`config.mk`:
```
export PLATFORM = sky130hd
export DESIGN_NAME = tus_setpoints
export DESIGN_NICKNAME = d
export VERILOG_FILES = /design/src/tus_pkg.sv /design/src/tus_setpoints.sv
export SDC_FILE = /design/constraint.sdc
export NUM_CORES = 1
export LEC_CHECK = 0
export BUFFER_PORTS_ARGS = -buffer_cell sky130_fd_sc_hd__buf_2
export CORE_ASPECT_RATIO = 0.7
export CORE_MARGIN = 2
export CORE_UTILIZATION = 52
export CTS_CLUSTER_SIZE = 10
export DETAILED_ROUTE_END_ITERATION = 8
export GPL_ROUTABILITY_DRIVEN = 0
export PLACE_DENSITY = 0.9
export SYNTH_ARGS = -nofsm -noshare
export SYNTH_HDL_FRONTEND = slang
export SYNTH_SLANG_ARGS = --single-unit
```
`constraint.sdc`:
```
create_clock -name clk -period 1.7 [get_ports clk]
set_clock_uncertainty 0.15 [all_clocks]
set_input_delay 0 -clock clk [delete_from_list [all_inputs] [get_ports clk]]
set_output_delay 0 -clock clk [all_outputs]
set_load 0.005 [all_outputs]
```
`src/tus_pkg.sv`:
```
package tus_pkg;

  // Setpoint indexes of the system group
  localparam logic [7:0] IDX_MAINT     = 8'h08;
  localparam logic [7:0] IDX_TRIP      = 8'h09;
  localparam logic [7:0] IDX_DIRECTION = 8'h0b;
  localparam logic [7:0] IDX_SIGN      = 8'h0c;
  localparam logic [7:0] IDX_WINDOW    = 8'h0d;
  localparam logic [7:0] IDX_INTERVAL  = 8'h0e;
  localparam logic [7:0] IDX_RELAY_ONE = 8'h11;
  localparam logic [7:0] IDX_RELAY_TWO = 8'h12;
  localparam logic [7:0] IDX_PHASE     = 8'h14;
  localparam logic [7:0] IDX_LIFE      = 8'h17;

  // Field positions in the maintenance word
  localparam int MAINT_STATE_BIT  = 8;
  localparam int MAINT_REMOTE_BIT = 0;

  // Values after reset
  localparam logic [2:0]  RST_TRIP     = 3'h1;
  localparam logic [5:0]  RST_INTERVAL = 6'h0f;
  localparam logic [6:0]  RST_LIFE     = 7'h4b;
  localparam logic [15:0] RST_RELAY    = 16'h0000;

  // Accepted write ranges
  localparam logic [15:0] TRIP_MIN     = 16'h0001;
  localparam logic [15:0] TRIP_MAX     = 16'h0005;
  localparam logic [15:0] TRIP_MAX_CAP = 16'h0004;
  localparam logic [15:0] SIGN_MAX     = 16'h0002;
  localparam logic [15:0] ONE_BIT_MAX  = 16'h0001;
  localparam logic [15:0] INTERVAL_MIN = 16'h0005;
  localparam logic [15:0] INTERVAL_MAX = 16'h003c;
  localparam logic [15:0] LIFE_MIN     = 16'h0032;
  localparam logic [15:0] LIFE_MAX     = 16'h0064;
  localparam logic [6:0]  LIFE_FULL    = 7'h64;

  // Capped frame and its ratings in amperes
  localparam logic [2:0]  FRAME_CAPPED = 3'h4;
  localparam logic [12:0] RATING_A     = 13'h0258;
  localparam logic [12:0] RATING_B     = 13'h0276;

  // Trip multiples in tenths of rated current
  localparam logic [6:0] MULT_1 = 7'h19;
  localparam logic [6:0] MULT_2 = 7'h28;
  localparam logic [6:0] MULT_3 = 7'h3c;
  localparam logic [6:0] MULT_4 = 7'h50;
  localparam logic [6:0] MULT_5 = 7'h64;

  typedef enum logic [1:0] {
    TUS_SIGN_IEC,
    TUS_SIGN_IEEE,
    TUS_SIGN_IEEE_OLD
  } tus_sign_e;

  typedef struct packed {
    logic        valid;
    logic        write;
    logic [7:0]  index;
    logic [15:0] wdata;
  } tus_req_s;

  typedef struct packed {
    logic        valid;
    logic        error;
    logic [15:0] rdata;
  } tus_rsp_s;

  typedef struct packed {
    logic      [6:0] trip_tenths;
    logic            supply_reverse;
    tus_sign_e       sign_conv;
    logic            demand_sliding;
    logic      [5:0] demand_minutes;
    logic            phase_clockwise;
    logic      [6:0] life_threshold;
  } tus_cfg_s;

endpackage

```
`src/tus_setpoints.sv`:
```
// Operation
// - Bit 8 of the maintenance word shows maintenance active; upper byte ignores writes.
// - Maintenance status combines rotary switch, terminal input and remote request.
// - Bit 0 of the maintenance word is a stored remote request, read back.
// - Trip level codes 1..5 decode to 2.5, 4, 6, 8, 10 times rated current.
// - Capped frame at 600 A or 630 A limits trip level to 8 times.
// - One-bit supply direction, forward or reverse, only on the metering variant.
// - Sign convention 0 IEC, 1 IEEE, 2 older IEEE.
// - Demand window 0 fixed, 1 sliding.
// - Demand interval 5 to 60 minutes, applied to demand calculation.
// - Phase sequence 0 counterclockwise, 1 clockwise.
// - Residual-life alarm level accepts 50 to 100, default 75.
// - Alarm threshold is 100 minus the level, as remaining-life percent.
`timescale 1ns/100ps
module tus_setpoints
  import tus_pkg::*;
(
  input  wire logic        clk,
  input  wire logic        rstn,
  input  wire tus_req_s    req,
  input  wire logic        maint_switch,
  input  wire logic        maint_terminal,
  input  wire logic        volt_variant,
  input  wire logic [2:0]  frame_size,
  input  wire logic [12:0] rated_amps,
  input  wire logic [6:0]  life_remaining,
  output tus_rsp_s         rsp,
  output tus_cfg_s         cfg,
  output logic             maint_active,
  output logic             life_alarm,
  output logic [15:0]      relay_one,
  output logic [15:0]      relay_two
);

  //////////////////////////////////////////////////////////////////////////////
  // Stored setpoints and pin synchronisers

  logic [1:0]  pin_meta;
  logic [1:0]  pin_sync;
  logic        maint_remote;
  logic [2:0]  trip_code;
  logic        direction;
  logic [1:0]  sign_code;
  logic        window;
  logic [5:0]  interval;
  logic        phase;
  logic [6:0]  life_level;

  logic        capped;
  logic        known;
  logic        variant_only;
  logic        value_ok;
  logic        error;
  logic        accept;
  logic [15:0] next_rdata;
  logic [15:0] trip_top;
  logic [6:0]  next_trip;

  // Pins are asynchronous to clk, two stages before any use
  always_ff @(posedge clk or negedge rstn) begin
    if (!rstn) begin
      pin_meta <= 2'h0;
      pin_sync <= 2'h0;
    end else begin
      pin_meta <= {maint_terminal, maint_switch};
      pin_sync <= pin_meta;
    end
  end

  // Rated 600 A or 630 A on the capped frame
  assign capped   = (frame_size == FRAME_CAPPED) &&
                    ((rated_amps == RATING_A) || (rated_amps == RATING_B));
  assign trip_top = capped ? TRIP_MAX_CAP : TRIP_MAX;

  //////////////////////////////////////////////////////////////////////////////
  // Index decode, range check and read mux

  always_comb begin
    known        = 1'b1;
    variant_only = 1'b1;
    value_ok     = 1'b1;
    next_rdata   = 16'h0000;
    unique case (req.index)
      IDX_MAINT: begin
        variant_only = 1'b0;
        next_rdata[MAINT_STATE_BIT]  = maint_active;
        next_rdata[MAINT_REMOTE_BIT] = maint_remote;
      end
      IDX_TRIP: begin
        next_rdata = {13'h0, trip_code};
        value_ok   = (req.wdata >= TRIP_MIN) && (req.wdata <= trip_top);
      end
      IDX_DIRECTION: begin
        next_rdata = {15'h0, direction};
        value_ok   = req.wdata <= ONE_BIT_MAX;
      end
      IDX_SIGN: begin
        next_rdata = {14'h0, sign_code};
        value_ok   = req.wdata <= SIGN_MAX;
      end
      IDX_WINDOW: begin
        next_rdata = {15'h0, window};
        value_ok   = req.wdata <= ONE_BIT_MAX;
      end
      IDX_INTERVAL: begin
        next_rdata = {10'h0, interval};
        value_ok   = (req.wdata >= INTERVAL_MIN) && (req.wdata <= INTERVAL_MAX);
      end
      IDX_RELAY_ONE: begin
        variant_only = 1'b0;
        next_rdata   = relay_one;
      end
      IDX_RELAY_TWO: begin
        variant_only = 1'b0;
        next_rdata   = relay_two;
      end
      IDX_PHASE: begin
        next_rdata = {15'h0, phase};
        value_ok   = req.wdata <= ONE_BIT_MAX;
      end
      IDX_LIFE: begin
        next_rdata = {9'h0, life_level};
        value_ok   = (req.wdata >= LIFE_MIN) && (req.wdata <= LIFE_MAX);
      end
      default: begin
        known        = 1'b0;
        variant_only = 1'b0;
      end
    endcase
  end

  // A refused access leaves every stored value alone
  assign error  = !known || (variant_only && !volt_variant) || (req.write && !value_ok);
  assign accept = req.valid && req.write && !error;

  //////////////////////////////////////////////////////////////////////////////
  // Setpoint storage

  // Upper byte of the maintenance word has no storage, so writes there vanish
  always_ff @(posedge clk or negedge rstn) begin
    if (!rstn) begin
      maint_remote <= 1'b0;
      trip_code    <= RST_TRIP;
      direction    <= 1'b0;
      sign_code    <= 2'h0;
      window       <= 1'b0;
      interval     <= RST_INTERVAL;
      relay_one    <= RST_RELAY;
      relay_two    <= RST_RELAY;
      phase        <= 1'b0;
      life_level   <= RST_LIFE;
    end else if (accept) begin
      unique case (req.index)
        IDX_MAINT:     maint_remote <= req.wdata[MAINT_REMOTE_BIT];
        IDX_TRIP:      trip_code    <= req.wdata[2:0];
        IDX_DIRECTION: direction    <= req.wdata[0];
        IDX_SIGN:      sign_code    <= req.wdata[1:0];
        IDX_WINDOW:    window       <= req.wdata[0];
        IDX_INTERVAL:  interval     <= req.wdata[5:0];
        IDX_RELAY_ONE: relay_one    <= req.wdata;
        IDX_RELAY_TWO: relay_two    <= req.wdata;
        IDX_PHASE:     phase        <= req.wdata[0];
        IDX_LIFE:      life_level   <= req.wdata[6:0];
        default:       life_level   <= life_level;
      endcase
    end
  end

  //////////////////////////////////////////////////////////////////////////////
  // Answer to the controller, one cycle after the request

  always_ff @(posedge clk or negedge rstn) begin
    if (!rstn) begin
      rsp <= '0;
    end else begin
      rsp.valid <= req.valid;
      rsp.error <= req.valid && error;
      rsp.rdata <= (req.valid && !error) ? next_rdata : 16'h0000;
    end
  end

  //////////////////////////////////////////////////////////////////////////////
  // Maintenance status

  // Any of the three sources turns maintenance on
  always_ff @(posedge clk or negedge rstn) begin
    if (!rstn) begin
      maint_active <= 1'b0;
    end else begin
      maint_active <= pin_sync[0] | pin_sync[1] | maint_remote;
    end
  end

  //////////////////////////////////////////////////////////////////////////////
  // Decoded settings for protection and metering

  // A stored 10x code is still clamped if the frame becomes capped later
  always_comb begin
    unique case (trip_code)
      3'h2:    next_trip = MULT_2;
      3'h3:    next_trip = MULT_3;
      3'h4:    next_trip = MULT_4;
      3'h5:    next_trip = capped ? MULT_4 : MULT_5;
      default: next_trip = MULT_1;
    endcase
  end

  always_ff @(posedge clk or negedge rstn) begin
    if (!rstn) begin
      cfg <= '{trip_tenths: MULT_1, sign_conv: TUS_SIGN_IEC, demand_minutes: RST_INTERVAL,
               life_threshold: LIFE_FULL - RST_LIFE, default: '0};
    end else begin
      cfg.trip_tenths     <= next_trip;
      cfg.supply_reverse  <= direction & volt_variant;
      cfg.sign_conv       <= tus_sign_e'(sign_code);
      cfg.demand_sliding  <= window;
      cfg.demand_minutes  <= interval;
      cfg.phase_clockwise <= phase;
      cfg.life_threshold  <= LIFE_FULL - life_level;
    end
  end

  // Alarm when remaining life falls to the threshold
  always_ff @(posedge clk or negedge rstn) begin
    if (!rstn) begin
      life_alarm <= 1'b0;
    end else begin
      life_alarm <= life_remaining <= cfg.life_threshold;
    end
  end

  //////////////////////////////////////////////////////////////////////////////
  // Assertions

  a_state_readback: assert property (@(posedge clk) disable iff (!rstn)
    req.valid && !req.write && req.index == IDX_MAINT
      |=> rsp.rdata[MAINT_STATE_BIT] == $past(maint_active) && rsp.rdata[15:9] == 7'h00)
    else $error("maintenance state read back wrong");

  a_status_combine: assert property (@(posedge clk) disable iff (!rstn)
    ##1 maint_active == ($past(pin_sync[0]) | $past(pin_sync[1]) | $past(maint_remote)))
    else $error("maintenance status not combined");

  a_remote_store: assert property (@(posedge clk) disable iff (!rstn)
    req.valid && req.write && req.index == IDX_MAINT
      |=> maint_remote == $past(req.wdata[MAINT_REMOTE_BIT]) ##1 (maint_active || !$past(maint_remote)))
    else $error("remote request not stored or not active");

  a_trip_decode: assert property (@(posedge clk) disable iff (!rstn)
    trip_code == 3'h3 |=> cfg.trip_tenths == MULT_3)
    else $error("trip code 3 not 6 times");

  a_trip_cap: assert property (@(posedge clk) disable iff (!rstn)
    capped |=> cfg.trip_tenths <= MULT_4)
    else $error("capped frame above 8 times");

  a_sign_range: assert property (@(posedge clk) disable iff (!rstn)
    req.valid && req.write && req.index == IDX_SIGN && req.wdata > SIGN_MAX
      |=> rsp.error && $stable(sign_code))
    else $error("illegal sign code accepted");

  a_interval_range: assert property (@(posedge clk) disable iff (!rstn)
    req.valid && req.write && req.index == IDX_INTERVAL && req.wdata < INTERVAL_MIN
      |=> rsp.error ##1 cfg.demand_minutes == $past(interval, 2))
    else $error("short interval accepted");

  a_life_range: assert property (@(posedge clk) disable iff (!rstn)
    life_level >= LIFE_MIN[6:0] && life_level <= LIFE_MAX[6:0])
    else $error("life level out of range");

  a_life_invert: assert property (@(posedge clk) disable iff (!rstn)
    ##1 cfg.life_threshold == LIFE_FULL - $past(life_level))
    else $error("life threshold not inverted");

  a_variant_gate: assert property (@(posedge clk) disable iff (!rstn)
    req.valid && !volt_variant && req.index == IDX_DIRECTION |=> rsp.valid && rsp.error)
    else $error("variant-only index served");

  a_trip_low: assert property (@(posedge clk) disable iff (!rstn)
    trip_code == 3'h1 |=> cfg.trip_tenths == MULT_1)
    else $error("trip code 1 not lowest multiple");

  a_trip_full: assert property (@(posedge clk) disable iff (!rstn)
    trip_code == 3'h5 && !capped |=> cfg.trip_tenths == MULT_5)
    else $error("trip code 5 not 10 times on open frame");

  a_trip_refuse: assert property (@(posedge clk) disable iff (!rstn)
    req.valid && req.write && req.index == IDX_TRIP &&
      (req.wdata > TRIP_MAX || (capped && req.wdata == TRIP_MAX))
      |=> rsp.error && $stable(trip_code))
    else $error("illegal trip code accepted");

  a_variant_dir: assert property (@(posedge clk) disable iff (!rstn)
    !volt_variant |=> !cfg.supply_reverse)
    else $error("reverse supply shown without metering variant");

  a_sign_decode: assert property (@(posedge clk) disable iff (!rstn)
    sign_code == 2'h2 |=> cfg.sign_conv == TUS_SIGN_IEEE_OLD)
    else $error("sign code 2 not older convention");

  a_window_follow: assert property (@(posedge clk) disable iff (!rstn)
    ##1 cfg.demand_sliding == $past(window))
    else $error("demand window not applied");

  a_interval_apply: assert property (@(posedge clk) disable iff (!rstn)
    ##1 cfg.demand_minutes == $past(interval))
    else $error("demand interval not applied");

  a_phase_follow: assert property (@(posedge clk) disable iff (!rstn)
    ##1 cfg.phase_clockwise == $past(phase))
    else $error("phase sequence not applied");

  a_alarm_compare: assert property (@(posedge clk) disable iff (!rstn)
    ##1 life_alarm == ($past(life_remaining) <= $past(cfg.life_threshold)))
    else $error("life alarm not against threshold");

  a_error_quiet: assert property (@(posedge clk) disable iff (!rstn)
    rsp.valid && rsp.error |-> rsp.rdata == 16'h0000)
    else $error("refused access returned data");

  a_answer_timing: assert property (@(posedge clk) disable iff (!rstn)
    ##1 rsp.valid == $past(req.valid))
    else $error("answer not one cycle after request");

  c_remote_on: cover property (@(posedge clk) disable iff (!rstn)
    accept && req.index == IDX_MAINT && req.wdata[0] ##2 maint_active);

  c_trip_capped: cover property (@(posedge clk) disable iff (!rstn)
    capped && trip_code == 3'h5);

  c_life_alarm: cover property (@(posedge clk) disable iff (!rstn) $rose(life_alarm));

  c_refused: cover property (@(posedge clk) disable iff (!rstn) rsp.valid && rsp.error);

  c_variant_refused: cover property (@(posedge clk) disable iff (!rstn) rsp.error && !volt_variant);

endmodule // tus_setpoints

```
Word-level counts from Yosys, hierarchy flattened
Cells that the tools add are included.
{"block": "totals", "reg_bits": 103, "output_inout_bits": 77, "word_cells": 95}
{"block": "op_classes", "addsub": 1, "order_cmp": 9, "eq_ne": 17, "n_mux": 11, "n_bitwise": 3, "reduce_logical": 30}
{"cell": "$eq 8x4->1 const B", "count": 6}
{"cell": "$pmux 7 s6", "count": 1}
{"cell": "$eq 8x5->1 const B", "count": 4}
{"cell": "$pmux 7 s4", "count": 1}
{"cell": "$eq 13x10->1 const B", "count": 2}
{"cell": "$reduce_and 2->1", "count": 10}
{"cell": "$ge 16x1->1 const B", "count": 1}
{"cell": "$ge 16x3->1 const B", "count": 1}
{"cell": "$ge 16x6->1 const B", "count": 1}
{"cell": "$le 16x1->1 const B", "count": 1}
{"cell": "$le 16x2->1 const B", "count": 1}
{"cell": "$le 16x3->1", "count": 1}
{"cell": "$le 16x6->1 const B", "count": 1}
{"cell": "$le 16x7->1 const B", "count": 1}
{"cell": "$mux 16", "count": 1}
{"cell": "$pmux 7 s2", "count": 1}
{"cell": "$logic_and 1x1->1", "count": 10}
{"cell": "$pmux 1 s10", "count": 1}
{"cell": "$reduce_or 10->1", "count": 1}
{"cell": "$eq 3x3->1 const B", "count": 3}
{"cell": "$le 7x7->1", "count": 1}
{"cell": "$reduce_or 7->1", "count": 1}
{"cell": "$sub 7x7->7 const A", "count": 1}
{"cell": "$eq 3x2->1 const B", "count": 2}
{"cell": "9 further kinds", "count": 17}

Longest topological paths before layout
{"block": "logic_depth", "word_depth": 13, "depth_mapped": 10, "ltp_nobuf": 9}

Least setup slack after synthesis
OpenSTA, ideal clock, no wires.
{"block": "synth_path", "path_kind": "input to register", "startpoint": "in frame_size[1]", "endpoint": "reg life_level[2]", "setup_ps": 125, "t_arrival_ps": 2387, "t_required_ps": 1425, "slack_ps": -963, "stages": 10, "cell_sequence": "nor4b_1 -> o2111ai_1 -> ha_1 -> o21bai_1 -> a2111oi_0 -> a21oi_1 -> nor4b_4 -> o311a_1 -> buf_6 -> mux2_4"}
{"block": "synth_via", "elab_chain_len": 12}
{"item": "from (decl)", "line_no": "tus_setpoints.sv:24", "text": "input wire logic [2:0] frame_size,"}
{"item": "$eq 3x3->1", "line_no": "tus_setpoints.sv:71", "text": "assign capped = (frame_size == FRAME_CAPPED) &&"}
{"item": "$logic_and 1x1->1", "line_no": "tus_setpoints.sv:71"}
{"item": "$mux 1", "line_no": "tus_setpoints.sv:73", "text": "assign trip_top = capped ? TRIP_MAX_CAP : TRIP_MAX;"}
{"item": "$le 16x3->1", "line_no": "tus_setpoints.sv:91", "text": "value_ok = (req.wdata >= TRIP_MIN) && (req.wdata <= trip_top);"}
{"item": "$logic_and 1x1->1", "line_no": "tus_setpoints.sv:91"}
{"item": "$pmux 1 s5", "line_no": "tus_setpoints.sv:83", "text": "unique case (req.index)"}
{"item": "$logic_not 1->1", "line_no": "tus_setpoints.sv:133", "text": "assign error = !known || (variant_only && !volt_variant) || (req.write && !value_ok);"}
{"item": "$logic_and 1x1->1", "line_no": "tus_setpoints.sv:133"}
{"item": "$logic_or 1x1->1", "line_no": "tus_setpoints.sv:133"}
{"item": "$logic_not 1->1", "line_no": "tus_setpoints.sv:134", "text": "assign accept = req.valid && req.write && !error;"}
{"item": "$logic_and 1x1->1", "line_no": "tus_setpoints.sv:134"}
{"item": "$reduce_and 2->1 (no line)"}
{"item": "to (signal assigned)", "line_no": "tus_setpoints.sv:163", "text": "IDX_LIFE: life_level <= req.wdata[6:0];"}
{"item": "to (signal assigned)", "line_no": "tus_setpoints.sv:164", "text": "default: life_level <= life_level;"}
{"item": "to (decl)", "line_no": "tus_setpoints.sv:47", "text": "logic [6:0] life_level;"}
No other way between the ends.
A chain may end at the register's enable or synchronous reset.

Worst setup path after layout
{"block": "layout_path", "startpoint": "in rated_amps[2]", "endpoint": "reg trip_code[2]"}
{"block": "layout_via", "elab_chain_len": 13, "elab_cells_between_ends": 14, "cone_classes": "1 x order compare; 2 x eq/ne; 2 x mux; 9 x reduce/logical"}
{"item": "from (decl)", "line_no": "tus_setpoints.sv:25", "text": "input wire logic [12:0] rated_amps,"}
{"item": "$eq 13x10->1", "line_no": "tus_setpoints.sv:72", "text": "((rated_amps == RATING_A) || (rated_amps == RATING_B));"}
{"item": "$logic_or 1x1->1 (*)", "line_no": "tus_setpoints.sv:72"}
{"item": "$logic_and 1x1->1 (*)", "line_no": "tus_setpoints.sv:71"}
{"item": "$mux 1 (*)", "line_no": "tus_setpoints.sv:73"}
{"item": "$le 16x3->1 (*)", "line_no": "tus_setpoints.sv:91"}
{"item": "$logic_and 1x1->1 (*)", "line_no": "tus_setpoints.sv:91"}
{"item": "$pmux 1 s5 (*)", "line_no": "tus_setpoints.sv:83"}
{"item": "$logic_not 1->1 (*)", "line_no": "tus_setpoints.sv:133"}
{"item": "$logic_and 1x1->1 (*)", "line_no": "tus_setpoints.sv:133"}
{"item": "$logic_or 1x1->1 (*)", "line_no": "tus_setpoints.sv:133"}
{"item": "$logic_not 1->1 (*)", "line_no": "tus_setpoints.sv:134"}
{"item": "$logic_and 1x1->1 (*)", "line_no": "tus_setpoints.sv:134"}
{"item": "$reduce_and 2->1 (no line) (*)"}
{"item": "to (signal assigned)", "line_no": "tus_setpoints.sv:155", "text": "IDX_TRIP: trip_code <= req.wdata[2:0];"}
{"item": "to (decl)", "line_no": "tus_setpoints.sv:41", "text": "logic [2:0] trip_code;"}
Every way passes the cells marked *; elsewhere a longest branch is shown, timed or not.

==> impl_metrics.env <==
export IMPL_result_of_the_run="complete, but fails checks"
export IMPL_violations="hold timing, setup timing"
export IMPL_dpl_cell_count=669
export IMPL_fraction_of_synthesis_flops_using_an_asynchronous_set_or_reset_pin_pct=100
export IMPL_vdd_drop_max_mv=0.559
export IMPL_time_the_final_worst_path_needs_with_i_o_delays_and_setup_ns=2.36
export IMPL_routed_wl_mm=14.6
export IMPL_relSlewSlack_pct=43.9
export IMPL_worstPathMaxFanout=4
export IMPL_fillcell_total=493
export IMPL_placement_rows=28
export IMPL_worst_r2r_endpoint="life_alarm"
export IMPL_fmax_mhz=424
export IMPL_fraction_of_the_mapped_netlist_area_in_compound_gates_pct=11.4
export IMPL_grt_pass1_vias=4117
export IMPL_syn_num_nets=440
export IMPL_die_outline_area_um2=9730
export IMPL_ant_nets=0
export IMPL_ff2ff_path_depth=7
export IMPL_area_of_combinational_cells_with_multiple_inputs_um2=2140
export IMPL_post_route_period_util_pct=139
export IMPL_report_final_hold_viol_count=1
export IMPL_muxShareOfSynthArea_pct=13.6
export IMPL_synth_top_cells_by_count="83 x dfrtp_1, 37 x mux2_2, 21 x nand2_1, 19 x dfstp_2, 18 x inv_1"
export IMPL_yosys_warnings=0
export IMPL_post_route_util_pct=79.5
export IMPL_placed_area_um2=5920
export IMPL_cts_buffers=9
export IMPL_vias_per_cell=5.78
export IMPL_synthDominantAreaCellType="dfrtp_1"
export IMPL_drt_pre_antenna_iters=6
export IMPL_core_area_um2=8580
export IMPL_post_synthesis_instance_total=377
export IMPL_least_setup_slack_across_all_paths_after_layout_ns=-0.659
export IMPL_synthTopCellsByArea="dfrtp_1 45%, dfstp_2 11%, mux2_2 9.0%, mux2_4 3.6%, ha_1 2.4%"
export IMPL_numPortBuffers=129
export IMPL_slew_viol_final=0
export IMPL_crit_path_frequent_cell="nor4b_4"
export IMPL_post_synth_and_or_nand_nor_area_fraction_pct=11.8
export IMPL_synth_area_um2=4650
export IMPL_leak_uw=0.00334
export IMPL_num_vias=4152
export IMPL_synth_seq_area_share_pct=55.4
export IMPL_die_height_um=83.1
export IMPL_power_uw=5350
export IMPL_timing_critical_path_slowest_stage_cell="a2111oi_2"
export IMPL_post_synth_top_count_cell="dfrtp_1"
export IMPL_setup_worst_path_start_class="primary input"
export IMPL_tritoncts="built"
export IMPL_xor_xnor_fraction_of_synth_area_pct=1.13
export IMPL_cp_data_required_time_ns=1.78
export IMPL_endpoint="trip_code[2]"
export IMPL_synth_edff_count=0
export IMPL_clockRootBuffer="clkbuf_16"
export IMPL_cts_path_max_buffers=2
export IMPL_fin_worst_hold_slack_ns=-0.0219
export IMPL_wl_per_cell_um=20.3
export IMPL_drt_iter0_drc=306
export IMPL_pin_count=131
export IMPL_ff_latch_area_um2=2580
export IMPL_critPathKind="in2reg"
export IMPL_number_of_setup_violations_in_the_final_report=38
export IMPL_clock_sink_count=102
export IMPL_clk_transition_reported_paths_ns=0.07
export IMPL_crit_path_end_kind="register"
export IMPL_ff2ff_setup_slack_ns=0.10
export IMPL_maxCapViolations=0
export IMPL_antenna_found_initial=1
export IMPL_count_of_different_cell_masters_after_synthesis=58
export IMPL_min_delay_path_class="in2reg"
export IMPL_worst_skew_pair_late_latency_ns=0.35
export IMPL_first_pass_grt_wire_length_mm=22.2
export IMPL_hpwlAfterDp_mm=9.22
export IMPL_finalNonFillerCells=718
export IMPL_yosys_register_bits=102
export IMPL_route_detailed_drc=0
export IMPL_crit_path_max_incr_delay_ns=0.35
export IMPL_layout_cell_share_with_drive_strength_beyond_1_pct=52.8
export IMPL_synth_top_family_by_area="multiplexers"
export IMPL_initial_core_util_pct=54.2
export IMPL_clock_tree_htree_level_count=3
export IMPL_path_cells="buf_2 > nor4b_4 > o2111ai_2 > ha_1 > o21bai_1 > a2111oi_2 > a21oi_2 > nor4b_4 > buf_4 > o311a_4 > mux2_4"
export IMPL_timing_critical_path_from="rated_amps[2]"
export IMPL_finalNetCount=656
export IMPL_syn_to_final_growth_pct=46.7
export IMPL_worst_endpoint_arrival_ns=2.44
export IMPL_synth_top_area_share_pct=44.6
export IMPL_yosys_most_used_dff="dfrtp_1"
export IMPL_cellPowerDensity_nw_per_um2=784
export IMPL_final_antenna_diode_count=0
export IMPL_worst_slew_pin_transition_ns=0.841
export IMPL_syn_area_per_cell_um2=12.3
export IMPL_grt_start_max_net_pins=41
export IMPL_regToRegStartpoint="cfg[4]"
export IMPL_chipWidth_um=117
export IMPL_fin_area_um2=6830
export IMPL_grt_overflow_total=0
export IMPL_grt_total_usage_pct=29.7
export IMPL_post_synth_fa_ha_maj_area_fraction_pct=2.42
export IMPL_unrepaired_setup_endpoints_after_global_routing="true"
==> worst max-delay path, delay by kind of cell <==
kind | cells | cell delay [ns]
AO/OA/AOI/OAI | 5 | 0.90
adder cells (fa/ha/maj) | 1 | 0.31
buffers and inverters | 2 | 0.30
multiplexers | 1 | 0.31
AND/OR/NAND/NOR | 2 | 0.61
==> layer usage <==
| layer | vias to the layer above | wire length, µm | GRT usage [%] |
|---|---|---|---|
| met5 | - | 13 | 0 |
| met4 | 2 | 211 | 4.71 |
| met3 | 24 | 1440 | 9.27 |
| met2 | 274 | 7040 | 47.1 |
| met1 | 2034 | 5910 | 41.1 |
| li1 | 1818 | - | - |
==> area by class of cell <==
cell class / count / area share [%]
timing repair buffer: 226 / 23.0
tap: 120 / 2.20
sequential: 102 / 37.7
inverter: 18 / 0.990
clock buffer: 10 / 3.67
clock inverter: 6 / 1.12
multi-input combinational: 236 / 31.3
==> power by group <==
part	leakage [µW]	internal [µW]	switching [µW]
Sequential	0.00130	2500	47.5
Clock	0.000160	1250	949
Combinational	0.00189	297	306
==> metrics by stage <==
stage / setup WS [ns] / setup TNS, ns
finish: -0.659 / -22.86
global route: -0.752 / -26.25
CTS: -0.719 / -24.89
detailed placement: -1.19 / -43.39
global placement: -1.00 / -35.35
floorplan: -0.927 / -27.65
==> worst min-delay path by stage <==
stage                           start    endpoint  slack [ns]  cells past startpoint
floorplan                        rstn     cfg[12]       -0.45                      0
global placement                 rstn      rsp[4]       -0.16                      1
detailed placement               rstn  life_alarm       -0.15                      1
CTS                 life_remaining[1]  life_alarm       0.001                      4
global route        life_remaining[5]  life_alarm        0.03                      5
finish              life_remaining[2]  life_alarm       -0.02                      5
==> flip-flops by register name, summed over array words and instances (netlist names), 2 cells and up <==
register	count
relay_one	16
trip_code	3
pin_sync	2
life_level	7
pin_meta	2
rsp	18
interval	6
relay_two	16
cfg	24
sign_code	2
==> what timing repair did <==
action	4_1_cts	5_1_grt
setup buffers	3	4
gates resized for setup	18	33
pin swaps	12	7
hold endpoints to repair	152	0
setup endpoints to repair	38	39
hold buffers	25	0
cloned	0	1
==> placed cells by master (no fill, tap or decap), drive strengths merged, types with 4 or more instances in the layout <==
cell,count
nand3,9
a22oi,11
o311a,4
mux2i,5
nor4,7
buf,200
nand2,22
clkbuf,11
nand2b,6
dlygate4sd3,25
ha,9
and2,6
dfstp,19
nor2,16
a222oi,5
a21oi,15
clkinv,4
mux2,48
nor4b,4
dfrtp,83
or3,4
o21ai,8
nor3,8
nor2b,4
inv,19
==> cells by family after synthesis <==
group,count (synthesis)
DFF,102
and+or+nand+nor,96
AOI/OAI and AO/OA,71
muxes,53
buffers and inverters,39
adders and majority gates,9
xor gates and xnor gates,6
other,1
(Power assumes the default switching activity.)
